==> src/common/cfcp_map.vh <==
`ifndef CFCP_MAP_VH
`define CFCP_MAP_VH

// load scheme codes, strap input
`define CFCP_SCHEME_W       2
`define CFCP_HOST_SERIAL    2'h0
`define CFCP_HOST_BYTEWIDE  2'h1
`define CFCP_SELF_SERIAL    2'h2
`define CFCP_SELF_FLASH     2'h3

// pin controller states
`define CFCP_ST_IDLE        2'h0
`define CFCP_ST_LOAD        2'h1
`define CFCP_ST_USER        2'h2

// data lines
`define CFCP_DATA_W         16
`define CFCP_BYTE_W         8
`define CFCP_BIT_CNT_W      3

// stream buffer
`define CFCP_FIFO_DEPTH     8
`define CFCP_FIFO_AW        3

// self-clocked link timing
`define CFCP_CLK_HZ         100000000
`define CFCP_LINK_HZ        12500000
`define CFCP_HALF_CYC       ((`CFCP_CLK_HZ / `CFCP_LINK_HZ) / 2)
`define CFCP_DIV_W          4

// serial flash read request, shifted out on the command line
`define CFCP_CMD_W          32
`define CFCP_CMD_CNT_W      6
`define CFCP_CMD_CNT_INIT   6'h20
`define CFCP_CMD_WORD       32'h03000000
`endif

==> src/core/cfcp_pins.v <==
`timescale 1ns/1ns
// Overview of operation
// - host-clocked schemes: configuration clock pin is an input from outside
// - host-clocked schemes: data captured on every rising configuration clock edge
// - serial flash scheme: device drives configuration clock as output
// - parallel flash scheme: device drives configuration clock as output
// - self-clocked schemes: clock driven inactive after configuration completes
// - self-clocked schemes: clock pin optionally handed to user logic afterwards
// - host-clocked schemes: clock pin never offered as user input/output
// - clock toggling after configuration is ignored
// - serial schemes: one data bit per clock on data line zero
// - after serial flash load, line zero stays input, user may read it
// - after host-clocked load, line zero is user I/O per dual-purpose setting
// - after parallel flash load, line zero is bidirectional under user control
// - serial flash scheme: line one drives read command toward flash
// - host bytewide and parallel flash schemes: line one is a configuration data input
// - after serial flash load, line one stays output, user may drive it
// - host-clocked serial scheme: line one tri-stated during configuration
// - after host-clocked bytewide load, line one is user I/O per setting
// - parallel flash scheme: data byte-wide on low eight or word-wide on sixteen
// - after parallel flash load, line one is bidirectional under user control
// - serial flash scheme: active-low select enables flash during configuration
// - after parallel flash load, upper eight lines are user bidirectional
`include "cfcp_map.vh"

////////////////////////////////////////////////////////////////////////////////

module cfcp_fifo #(
   parameter WIDTH = 16,
   parameter DEPTH = 8,
   parameter AW    = 3
) (
   // clock and reset
   input  wire             i_clk,
   input  wire             i_sys_rst,
   // fill side
   input  wire             i_in_valid,
   output wire             o_in_ready,
   input  wire [WIDTH-1:0] i_in_data,
   // drain side
   output wire             o_out_valid,
   input  wire             i_out_ready,
   output wire [WIDTH-1:0] o_out_data
);

   reg [WIDTH-1:0] mem_reg [0:DEPTH-1];
   reg [AW-1:0]    wr_ptr_reg;
   reg [AW-1:0]    rd_ptr_reg;
   reg [AW:0]      count_reg;
   reg [AW:0]      count_next;
   wire            push;
   wire            pop;

   assign o_in_ready  = (count_reg != DEPTH[AW:0]);
   assign o_out_valid = (count_reg != {(AW+1){1'b0}});
   assign o_out_data  = mem_reg[rd_ptr_reg];
   assign push        = i_in_valid && o_in_ready;
   assign pop         = o_out_valid && i_out_ready;

   always @* begin
      count_next = count_reg;
      if (push && !pop) begin
         count_next = count_reg + {{AW{1'b0}}, 1'b1};
      end else if (pop && !push) begin
         count_next = count_reg - {{AW{1'b0}}, 1'b1};
      end
   end

   always @(posedge i_clk) begin
      if (i_sys_rst) begin
         wr_ptr_reg <= {AW{1'b0}};
         rd_ptr_reg <= {AW{1'b0}};
         count_reg  <= {(AW+1){1'b0}};
      end else begin
         count_reg <= count_next;
         if (push) begin
            wr_ptr_reg <= (wr_ptr_reg == DEPTH[AW-1:0] - {{(AW-1){1'b0}}, 1'b1}) ?
                          {AW{1'b0}} : wr_ptr_reg + {{(AW-1){1'b0}}, 1'b1};
         end
         if (pop) begin
            rd_ptr_reg <= (rd_ptr_reg == DEPTH[AW-1:0] - {{(AW-1){1'b0}}, 1'b1}) ?
                          {AW{1'b0}} : rd_ptr_reg + {{(AW-1){1'b0}}, 1'b1};
         end
      end
   end

   // storage has no reset; only occupied words are ever read
   always @(posedge i_clk) begin
      if (push) begin
         mem_reg[wr_ptr_reg] <= i_in_data;
      end
   end

endmodule

////////////////////////////////////////////////////////////////////////////////

module cfcp_pins (
   // clock and reset
   input  wire                      i_clk,
   input  wire                      i_sys_rst,
   // control
   input  wire [`CFCP_SCHEME_W-1:0] i_scheme,
   input  wire                      i_flash_word_mode,
   input  wire                      i_start,
   input  wire                      i_load_done,
   output wire                      o_loading,
   output wire                      o_user_mode,
   output wire                      o_overrun,
   // configuration clock pin
   input  wire                      i_config_clock,
   output wire                      o_config_clock,
   output wire                      o_config_clock_oe,
   // data pins, line one doubles as flash_cmd_out
   input  wire [`CFCP_DATA_W-1:0]   i_data,
   output wire [`CFCP_DATA_W-1:0]   o_data,
   output wire [`CFCP_DATA_W-1:0]   o_data_oe,
   // flash select
   output wire                      o_flash_select_n,
   // user-mode pin control
   input  wire                      i_user_clk_io_en,
   input  wire                      i_user_clk_out,
   input  wire                      i_user_clk_oe,
   input  wire [`CFCP_DATA_W-1:0]   i_user_out,
   input  wire [`CFCP_DATA_W-1:0]   i_user_oe,
   output wire [`CFCP_DATA_W-1:0]   o_user_in,
   output wire                      o_user_clk_in,
   // configuration stream
   output wire                      o_cfg_valid,
   input  wire                      i_cfg_ready,
   output wire [`CFCP_DATA_W-1:0]   o_cfg_data
);

   // line zero direction in user mode, one bit per scheme
   function user_d0_can_drive;
      input [`CFCP_SCHEME_W-1:0] sch;
      begin
         user_d0_can_drive = (sch != `CFCP_SELF_SERIAL);
      end
   endfunction

   function is_self_clocked;
      input [`CFCP_SCHEME_W-1:0] sch;
      begin
         is_self_clocked = (sch == `CFCP_SELF_SERIAL) || (sch == `CFCP_SELF_FLASH);
      end
   endfunction

   reg  [1:0]                state_reg;
   reg  [`CFCP_SCHEME_W-1:0] scheme_reg;
   reg                       word_mode_reg;
   reg                       overrun_reg;
   reg                       cclk_s1_reg;
   reg                       cclk_s2_reg;
   reg                       cclk_s3_reg;
   reg  [`CFCP_DATA_W-1:0]   data_s1_reg;
   reg  [`CFCP_DATA_W-1:0]   data_s2_reg;
   reg                       gen_clk_reg;
   reg  [`CFCP_DIV_W-1:0]    div_reg;
   reg  [`CFCP_CMD_W-1:0]    cmd_reg;
   reg  [`CFCP_CMD_CNT_W-1:0] cmd_cnt_reg;
   reg  [`CFCP_BYTE_W-1:0]   shift_reg;
   reg  [`CFCP_BIT_CNT_W-1:0] bit_cnt_reg;
   reg                       push_reg;
   reg  [`CFCP_DATA_W-1:0]   push_data_reg;
   reg                       cclk_out_reg;
   reg                       cclk_oe_reg;
   reg  [`CFCP_DATA_W-1:0]   dout_reg;
   reg  [`CFCP_DATA_W-1:0]   doe_reg;
   reg                       sel_n_reg;
   wire                      loading;
   wire                      self_clk;
   wire                      host_rise;
   wire                      gen_rise;
   wire                      gen_fall;
   wire                      sample;
   wire                      cmd_busy;
   wire                      fifo_ready;

   assign loading  = (state_reg == `CFCP_ST_LOAD);
   assign self_clk = is_self_clocked(scheme_reg);
   assign cmd_busy = (scheme_reg == `CFCP_SELF_SERIAL) &&
                     (cmd_cnt_reg != {`CFCP_CMD_CNT_W{1'b0}});

////////////////////////////////////////////////////////////////////////////////
// pin synchronisers

   always @(posedge i_clk) begin
      if (i_sys_rst) begin
         cclk_s1_reg <= 1'b0;
         cclk_s2_reg <= 1'b0;
         cclk_s3_reg <= 1'b0;
         data_s1_reg <= {`CFCP_DATA_W{1'b0}};
         data_s2_reg <= {`CFCP_DATA_W{1'b0}};
      end else begin
         cclk_s1_reg <= i_config_clock;
         cclk_s2_reg <= cclk_s1_reg;
         cclk_s3_reg <= cclk_s2_reg;
         data_s1_reg <= i_data;
         data_s2_reg <= data_s1_reg;
      end
   end

   // host edges only count while loading, so user-mode toggling does nothing
   assign host_rise = loading && !self_clk && cclk_s2_reg && !cclk_s3_reg;

////////////////////////////////////////////////////////////////////////////////
// sequencing, scheme capture

   always @(posedge i_clk) begin
      if (i_sys_rst) begin
         state_reg     <= `CFCP_ST_IDLE;
         scheme_reg    <= `CFCP_HOST_SERIAL;
         word_mode_reg <= 1'b0;
      end else begin
         case (state_reg)
            `CFCP_ST_IDLE: begin
               if (i_start) begin
                  scheme_reg    <= i_scheme;
                  word_mode_reg <= i_flash_word_mode;
                  state_reg     <= `CFCP_ST_LOAD;
               end
            end
            `CFCP_ST_LOAD: begin
               if (i_load_done) begin
                  state_reg <= `CFCP_ST_USER;
               end
            end
            `CFCP_ST_USER: begin
               state_reg <= `CFCP_ST_USER;
            end
            default: begin
               state_reg <= `CFCP_ST_IDLE;
            end
         endcase
      end
   end

////////////////////////////////////////////////////////////////////////////////
// self-clocked link clock; stalls while the buffer is full

   assign gen_rise = loading && self_clk && fifo_ready && !gen_clk_reg &&
                     (div_reg == `CFCP_HALF_CYC - 1);
   assign gen_fall = loading && self_clk && fifo_ready && gen_clk_reg &&
                     (div_reg == `CFCP_HALF_CYC - 1);

   always @(posedge i_clk) begin
      if (i_sys_rst) begin
         gen_clk_reg <= 1'b0;
         div_reg     <= {`CFCP_DIV_W{1'b0}};
      end else if (loading && self_clk && fifo_ready) begin
         if (div_reg == `CFCP_HALF_CYC - 1) begin
            div_reg     <= {`CFCP_DIV_W{1'b0}};
            gen_clk_reg <= !gen_clk_reg;
         end else begin
            div_reg <= div_reg + {{(`CFCP_DIV_W-1){1'b0}}, 1'b1};
         end
      end else if (!loading) begin
         gen_clk_reg <= 1'b0;
         div_reg     <= {`CFCP_DIV_W{1'b0}};
      end
   end

////////////////////////////////////////////////////////////////////////////////
// read command toward the serial flash, changed on falling edges

   always @(posedge i_clk) begin
      if (i_sys_rst) begin
         cmd_reg     <= {`CFCP_CMD_W{1'b0}};
         cmd_cnt_reg <= {`CFCP_CMD_CNT_W{1'b0}};
      end else if (state_reg == `CFCP_ST_IDLE && i_start &&
                   i_scheme == `CFCP_SELF_SERIAL) begin
         cmd_reg     <= `CFCP_CMD_WORD;
         cmd_cnt_reg <= `CFCP_CMD_CNT_INIT;
      end else if (gen_rise && cmd_busy) begin
         cmd_cnt_reg <= cmd_cnt_reg - {{(`CFCP_CMD_CNT_W-1){1'b0}}, 1'b1};
      end else if (gen_fall) begin
         cmd_reg <= {cmd_reg[`CFCP_CMD_W-2:0], 1'b0};
      end
   end

////////////////////////////////////////////////////////////////////////////////
// capture; synced data is settled since the half period spans the sync delay

   assign sample = host_rise || (gen_rise && !cmd_busy);

   always @(posedge i_clk) begin
      if (i_sys_rst) begin
         shift_reg     <= {`CFCP_BYTE_W{1'b0}};
         bit_cnt_reg   <= {`CFCP_BIT_CNT_W{1'b0}};
         push_reg      <= 1'b0;
         push_data_reg <= {`CFCP_DATA_W{1'b0}};
         overrun_reg   <= 1'b0;
      end else begin
         push_reg <= 1'b0;
         if (state_reg == `CFCP_ST_IDLE) begin
            bit_cnt_reg <= {`CFCP_BIT_CNT_W{1'b0}};
         end
         // host cannot be stalled, so a full buffer loses the word
         if (push_reg && !fifo_ready) begin
            overrun_reg <= 1'b1;
         end
         if (sample) begin
            case (scheme_reg)
               `CFCP_HOST_SERIAL, `CFCP_SELF_SERIAL: begin
                  shift_reg   <= {data_s2_reg[0], shift_reg[`CFCP_BYTE_W-1:1]};
                  bit_cnt_reg <= bit_cnt_reg + {{(`CFCP_BIT_CNT_W-1){1'b0}}, 1'b1};
                  if (bit_cnt_reg == {`CFCP_BIT_CNT_W{1'b1}}) begin
                     push_reg      <= 1'b1;
                     push_data_reg <= {{(`CFCP_DATA_W-`CFCP_BYTE_W){1'b0}},
                                       data_s2_reg[0], shift_reg[`CFCP_BYTE_W-1:1]};
                  end
               end
               `CFCP_HOST_BYTEWIDE: begin
                  push_reg      <= 1'b1;
                  push_data_reg <= {{(`CFCP_DATA_W-`CFCP_BYTE_W){1'b0}},
                                    data_s2_reg[`CFCP_BYTE_W-1:0]};
               end
               `CFCP_SELF_FLASH: begin
                  push_reg      <= 1'b1;
                  push_data_reg <= word_mode_reg ? data_s2_reg :
                                   {{(`CFCP_DATA_W-`CFCP_BYTE_W){1'b0}},
                                    data_s2_reg[`CFCP_BYTE_W-1:0]};
               end
               default: begin
                  push_reg <= 1'b0;
               end
            endcase
         end
      end
   end

   cfcp_fifo #(
      .WIDTH (`CFCP_DATA_W),
      .DEPTH (`CFCP_FIFO_DEPTH),
      .AW    (`CFCP_FIFO_AW)
   ) u_fifo (
      .i_clk       (i_clk),
      .i_sys_rst   (i_sys_rst),
      .i_in_valid  (push_reg),
      .o_in_ready  (fifo_ready),
      .i_in_data   (push_data_reg),
      .o_out_valid (o_cfg_valid),
      .i_out_ready (i_cfg_ready),
      .o_out_data  (o_cfg_data)
   );

////////////////////////////////////////////////////////////////////////////////
// pin roles per scheme and phase

   always @(posedge i_clk) begin
      if (i_sys_rst) begin
         cclk_out_reg <= 1'b0;
         cclk_oe_reg  <= 1'b0;
         dout_reg     <= {`CFCP_DATA_W{1'b0}};
         doe_reg      <= {`CFCP_DATA_W{1'b0}};
         sel_n_reg    <= 1'b1;
      end else if (loading) begin
         cclk_out_reg <= gen_clk_reg;
         cclk_oe_reg  <= self_clk;
         dout_reg     <= {`CFCP_DATA_W{1'b0}};
         doe_reg      <= {`CFCP_DATA_W{1'b0}};
         sel_n_reg    <= !self_clk;
         if (scheme_reg == `CFCP_SELF_SERIAL) begin
            dout_reg[1] <= cmd_reg[`CFCP_CMD_W-1];
            doe_reg[1]  <= 1'b1;
         end
      end else if (state_reg == `CFCP_ST_USER) begin
         sel_n_reg <= 1'b1;
         if (self_clk && i_user_clk_io_en) begin
            cclk_out_reg <= i_user_clk_out;
            cclk_oe_reg  <= i_user_clk_oe;
         end else begin
            cclk_out_reg <= 1'b0;
            cclk_oe_reg  <= self_clk;
         end
         dout_reg    <= i_user_out;
         doe_reg     <= i_user_oe;
         doe_reg[0]  <= user_d0_can_drive(scheme_reg) && i_user_oe[0];
         if (scheme_reg == `CFCP_SELF_SERIAL) begin
            doe_reg[1] <= 1'b1;
         end
      end else begin
         cclk_out_reg <= 1'b0;
         cclk_oe_reg  <= 1'b0;
         dout_reg     <= {`CFCP_DATA_W{1'b0}};
         doe_reg      <= {`CFCP_DATA_W{1'b0}};
         sel_n_reg    <= 1'b1;
      end
   end

   assign o_config_clock    = cclk_out_reg;
   assign o_config_clock_oe = cclk_oe_reg;
   assign o_data            = dout_reg;
   assign o_data_oe         = doe_reg;
   assign o_flash_select_n  = sel_n_reg;
   assign o_loading         = loading;
   assign o_user_mode       = (state_reg == `CFCP_ST_USER);
   assign o_overrun         = overrun_reg;
   assign o_user_in         = data_s2_reg;
   // host-clocked pin stays private to the loader
   assign o_user_clk_in     = (o_user_mode && self_clk) ? cclk_s2_reg : 1'b0;

endmodule

==> config.mk <==
export PLATFORM = sky130hd
export DESIGN_NAME = cfcp_pins
export DESIGN_NICKNAME = d
export VERILOG_FILES = /design/src/core/cfcp_pins.v
export VERILOG_INCLUDE_DIRS = /design/src /design/src/common
export SDC_FILE = /design/constraint.sdc
export NUM_CORES = 1
export LEC_CHECK = 0
export BUFFER_PORTS_ARGS = -buffer_cell sky130_fd_sc_hd__buf_2
export CAP_MARGIN = 20
export CORE_ASPECT_RATIO = 1.4
export CORE_MARGIN = 2
export CORE_UTILIZATION = 57
export CTS_BUF_LIST = sky130_fd_sc_hd__clkbuf_8
export DETAILED_ROUTE_END_ITERATION = 8
export GPL_ROUTABILITY_DRIVEN = 0
export PLACE_DENSITY = 0.79
export SYNTH_ARGS = -nofsm -noshare
export SYNTH_HDL_FRONTEND = slang
export SYNTH_SLANG_ARGS = --single-unit
==> constraint.sdc <==
create_clock -name i_clk -period 3.87 [get_ports i_clk]
set_clock_uncertainty 0.1 [all_clocks]
set_input_delay 0.1935 -clock i_clk [delete_from_list [all_inputs] [get_ports i_clk]]
set_output_delay 0.1935 -clock i_clk [all_outputs]
set_load 0.01 [all_outputs]
After elaboration in Yosys (flattened, before gate mapping)
Memories as Yosys holds them, arrays and structs flattened. A register that Yosys moved wholly into a read port is not among the register bits.
Index checks and enable logic that the tools add are counted.
- multiplexer cells: 44
- reduce and logical (&&, ||, !) cells: 51
- $add $sub $neg: 7
- equality and inequality tests: 18
- bitwise gates (word level): 4
- operator list (operator ; count):
    $mux 26 ; 3
    $pmux 16 s3 ; 1
    $mux 16 ; 2
    $logic_and 1x1->1 ; 22
    $mux 3 ; 7
    $mux 4 ; 5
    $mux 1 ; 16
    $reduce_and 2->1 ; 7
    $mux 2 ; 6
    $mux 6 ; 2
    $ne 2x2->1 const B ; 5
    $reduce_or 2->1 ; 5
    $add 3x1->3 const B ; 3
    $eq 3x3->1 const B ; 3
    $add 4x1->4 const B ; 2
    $eq 2x2->1 const B ; 4
    $logic_not 1->1 ; 7
    $pmux 2 s3 ; 1
    $reduce_bool 2->1 ; 3
    $reduce_bool 6->1 ; 1
    $sub 6x1->6 const B ; 1
    $eq 2x1->1 const B ; 2
    $eq 4x2->1 const B ; 1
    $logic_not 2->1 ; 2
    8 further kinds ; 13
- output and inout port bits: 72
- word-level logic and storage cells: 154
- register bits: 133
- memory bits (writable): 128
- memories: 1
- input bits: 60
- memories (memory ; words ; width ; rd ports ; clocked after memory_dff ; write ports ; RTL line ; text):
    u_fifo.mem_reg ; 8 ; 16 ; 1 ; 1 ; 1 ; cfcp_pins.v:46 ; reg [WIDTH-1:0] mem_reg [0:DEPTH-1];

Longest topological paths before layout
- depth after elaboration: 10
- depth in mapped cells: 11
- mapped depth without buffers: 10

Modules after synthesis
Synthesis repeated with hierarchy kept, for this count alone.
- cells, all modules: 694
- area total of the unflattened synthesis: 9993.3 sq um
- by module, submodules not included (module ; cells an instance ; instances ; area an instance (sq um) ; sequential area each (sq um)):
    cfcp_fifo ; 260 ; 1 ; 5569.1 ; 4103.9
    cfcp_pins ; 434 ; 1 ; 4424.2 ; 2442.3

Worst setup path after synthesis
Ideal clock, no wire load.
- path kind: register to register
- from: register u_fifo.count_reg[0]
- to: register u_fifo.count_reg[3]
- required time: 3649 ps
- stages on the path, launching flop included: 12
- setup slack: 798 ps
- library setup time: 121 ps
- data arrival time: 2851 ps
- period minus slack after synthesis: 3072 ps
- cells stage by stage: dfxtp_1 -> or4b_2 -> buf_2 -> nand2_1 -> inv_1 -> ha_1 -> inv_1 -> ha_1 -> a21o_1 -> a21oi_1 -> mux2i_1 -> mux2_2
- cells in the longest elaborated chain, start to end: 5
- elaborated cells on any way between the ends: 13
- those cells by class: add/sub: 2; eq/ne: 1; mux: 2; reduce/logical: 8
- RTL lines (element ; RTL line ; text):
    start, declared ; cfcp_pins.v:49 ; reg [AW:0] count_reg;
    start signal, assigned ; cfcp_pins.v:73 ; count_reg <= {(AW+1){1'b0}};
    start signal, assigned ; cfcp_pins.v:75 ; count_reg <= count_next;
    $ne 4x4->1 (*) ; cfcp_pins.v:54 ; assign o_in_ready = (count_reg != DEPTH[AW:0]);
    $logic_and 1x1->1 (*) ; cfcp_pins.v:57 ; assign push = i_in_valid && o_in_ready;
    net u_fifo.push ; cfcp_pins.v:51 ; wire push;
    $logic_not 1->1 ; cfcp_pins.v:64 ; end else if (pop && !push) begin
    $logic_and 1x1->1 ; cfcp_pins.v:64 ;
    $reduce_bool 2->1 (no source line) ; - ;
The timed path passes the listed nets; every way through them passes the cells marked *. The select of a mux whose other input is x is not followed.
A chain may end at the register's enable or synchronous reset.

Final worst setup path
Ends and elaborated chain as after synthesis.

==> key figures <==
Clock network
  • Clock buffer depth: 3
  • CTS resizes: 0
  • Clock Pin Slew Worst Setup and Hold Paths: 0.06 ns
  • Post-CTS Setup Bufs: 0
  • Clock sink count: 263
  • CTS tree: built
  • Worst-Skew Late Latency: 0.50 ns
  • CTS Root Cell: clkbuf_8
  • # H-tree levels: 2
  • Total CTS buffers: 37

Synthesis
  • Sequential area share after synthesis: 66.9%
  • Mux contribution to synthesized area: 14.3%
  • Synth top area share: 39.3%
  • Yosys cell types: 48
  • Number of synthesis warnings: 0
  • Synth Area in Compound Gates: 2.59%
  • #FFs+latches synth: 263
  • Cell accounting for the most synthesized area: edfxtp_1
  • EDFF count, synth: 128
  • Mapped Nets: 753
  • Mapped Cells: 677
  • Post-synth top flop: dfxtp_1
  • Synth top area cells: edfxtp_1 (39%), dfxtp_1 (28%), mux4_2 (7.4%), mux2i_1 (3.8%), mux2_2 (3.0%)
  • Syn avg cell area: 14.5 um^2
  • Netlist Area Pre-Place: 0.00979 mm^2
  • Main combinational cell family by area after synthesis: multiplexers
  • Synth Area in Adders: 2.12%
  • Simple-gate share of the synthesized area: 12.0%
  • Asr flop ratio synth: 0%
  • XOR/XNOR Fraction of Synth Area: 0.268%

Layout
  • Max reg flops: 128
  • Fillers: 1,060
  • Layout cell share with drive strength beyond 1: 29.1%
  • Fin nets: 955
  • ANT cells: 0
  • Utilization after layout: 71.1%
  • Area delta synth->final: 22.1%

Pwr
  • Comb pwr share: 17.1%
  • Cell internal pwr: 0.00460 W
  • Flop pwr share: 50.2%
  • Power Dens Cells: 519 mW/mm^2
  • Peak supply drop: 0.000394 V
  • Clock power share: 32.7%
  • Net switching power: 0.00160 W
  • Leak: 4.70 nW
  • Switching share of total power: 25.8%

STA
  • Unrepaired setup endpoints after global routing: no
  • Final min period: 3.23 ns
  • Setup TNS Final: 0 ns
  • Slew @ Worst Pin: 1.09 ns
  • Hold Slack: 0.0517 ns
  • Fin crit share: 83.3%
  • Endpoints failing hold: 0
  • Max-slew headroom: 27.2%
  • # setup viols final: 0
  • Max frequency: 310 MHz
  • Slew Limit Fails: 0

Critical path
  • Critical Path End Type: register
  • CP Data Required Time: 4.16 ns
  • Type of the worst setup path: reg2reg
  • Worst-path fanout max: 11
  • Startpoint Class: register
  • Crit path DAT: 3.52 ns

GRT
  • Antenna violations before repair: 0
  • Largest net degree at the start of global routing: 80
  • Total GRT Usage: 23.6%
  • Vias in the first global route: 6,583
  • First-pass GRT wire length: 33.5 mm
  • GRT Residual Overflow: 0

Die
  • Initial Util: 58.2%
  • I/O Pins: 132
  • Core Rows: 56
  • Die H: 159 um
  • Die area: 0.0183 mm^2
  • Core area: 0.0168 mm^2
  • Die X: 115 um

Routing
  • Vias per cell: 5.53
  • Initial DRC Count: 394
  • 1st-pass router iterations: 5
  • DR WL/cell: 19.1 um
  • Detailed-route DRC error count: 0
  • Routed wire length: 21.1 mm
  • ANT nets after route: 0
  • Routed vias: 6,123

Placed design
  • Half-perimeter wire length after detailed placement: 12.4 mm
  • PortBufs: 131

Run
  • Max-Cap Viols: 0

Outcome
  • Status: finished clean

Hold path
  • Worst min-delay path class: in2reg
worst max-delay path: stages (launching register included):
cell and delay [ns]:
dfxtp_1 0.39, or4b_2 0.86, nand2_1 0.15, inv_1 0.05, ha_1 0.19, inv_1 0.15, ha_1 0.27, a21o_1 0.19
a21oi_1 0.17, mux2i_1 0.26, mux2_2 0.35
layer usage:
| metal | part of all wire [%] | routed length [um] | track usage, % |
|---|---|---|---|
| met3 | 5.5 | 1160 | 4.72 |
| met4 | 2.2 | 468 | 8.00 |
| met1 | 38 | 8090 | 27.8 |
| met2 | 54 | 11400 | 42.7 |
| met5 | 0 | 0 | 0 |
kinds of logic (layout without fill, tap and decap cells):
| logic type | count (synthesis) | in the layout |
|---|---|---|
| muxes | 96 | 96 |
| DFF | 263 | 263 |
| buffers and inverters | 44 | 271 |
| AOI/OAI and AO/OA | 39 | 39 |
| adders and majority gates | 16 | 16 |
| xor gates and xnor gates | 3 | 3 |
| and+or+nand+nor | 216 | 216 |
per-stage QoR:
stage | worst slack (ns) | total power, W | instance area (um^2) | cells
2_1_floorplan | 0.798 | 0.00386 | 9790 | 677
3_3_place_gp | 0.849 | 0.00411 | 10700 | 984
3_5_place_dp | 0.690 | 0.00416 | 10700 | 984
4_1_cts | 0.674 | 0.00623 | 11900 | 1106
5_1_grt | 0.536 | 0.00646 | 12000 | 1107
6_report | 0.645 | 0.00620 | 12000 | 1107
Yosys cell counts, drive strengths merged, types with 2 or more instances:
| cell | count |
|---|---|
| mux2 | 27 |
| o211a | 2 |
| and3 | 7 |
| mux4 | 32 |
| nor2 | 41 |
| nor2b | 46 |
| ha | 15 |
| buf | 11 |
| nor3 | 7 |
| xor2 | 2 |
| or3 | 3 |
| and2 | 30 |
| inv | 11 |
| clkbuf | 21 |
| nor4 | 3 |
| mux2i | 37 |
| edfxtp | 128 |
| nand4b | 2 |
| nand2b | 4 |
| dfxtp | 135 |
| o21ai | 3 |
| nand2 | 45 |
| nor3b | 2 |
| nand3 | 15 |
| or4 | 3 |
| nand4 | 3 |
| o31ai | 2 |
| nor4b | 3 |
| a21oi | 21 |
| a31oi | 4 |
final cells by class:
class,instances,area [um^2],share of cell area (%)
clock buffers,42,578,4.83
clock inverters,22,123,1.03
inverters,12,45.0,0.377
multi-input cells,370,3120,26.1
flip-flops and latches,263,6550,54.7
well taps,203,254,2.12
repair buffers,195,1290,10.8
repair_timing:
action,4_1_cts,5_1_grt
endpoints found under the hold margin,58,0
hold buffers,58,0
setup endpoints to repair,0,0
final timing paths:
kind	startpoint	slack, ns	endpoint	depth (start not counted)
worst min-delay path	i_user_clk_out	0.05	o_config_clock	5
worst max register to register	u_fifo.count_reg[0]	0.64	u_fifo.count_reg[3]	10
worst min register to register	data_s1_reg[2]	0.33	o_user_in[2]	1
worst max-delay path	u_fifo.count_reg[0]	0.64	u_fifo.count_reg[3]	10
power groups by stage:
stage	clock network [W]	logic [W]	registers, W
floorplan	0	0.000737	0.00312
global placement	0	0.000946	0.00316
detailed placement	0	0.000984	0.00317
CTS	0.00207	0.00104	0.00311
global route	0.00218	0.00114	0.00313
finish	0.00203	0.00106	0.00311
cells in the final DEF, fill, tap and decap left out, types with 4 or more instances in the layout:
cell type,n
a21oi_1,21
a31oi_1,4
and2_1,30
and3_1,7
buf_2,131
buf_4,5
clkbuf_8,42
clkinv_2,5
dfxtp_1,134
dlygate4sd3_1,58
edfxtp_1,128
ha_1,15
inv_1,25
mux2_2,26
mux2i_1,37
mux4_2,32
nand2_1,45
nand2b_1,4
nand3_1,15
nor2_1,38
nor2b_1,46
nor3_4,4
Power figures use the tool's default switching activity.
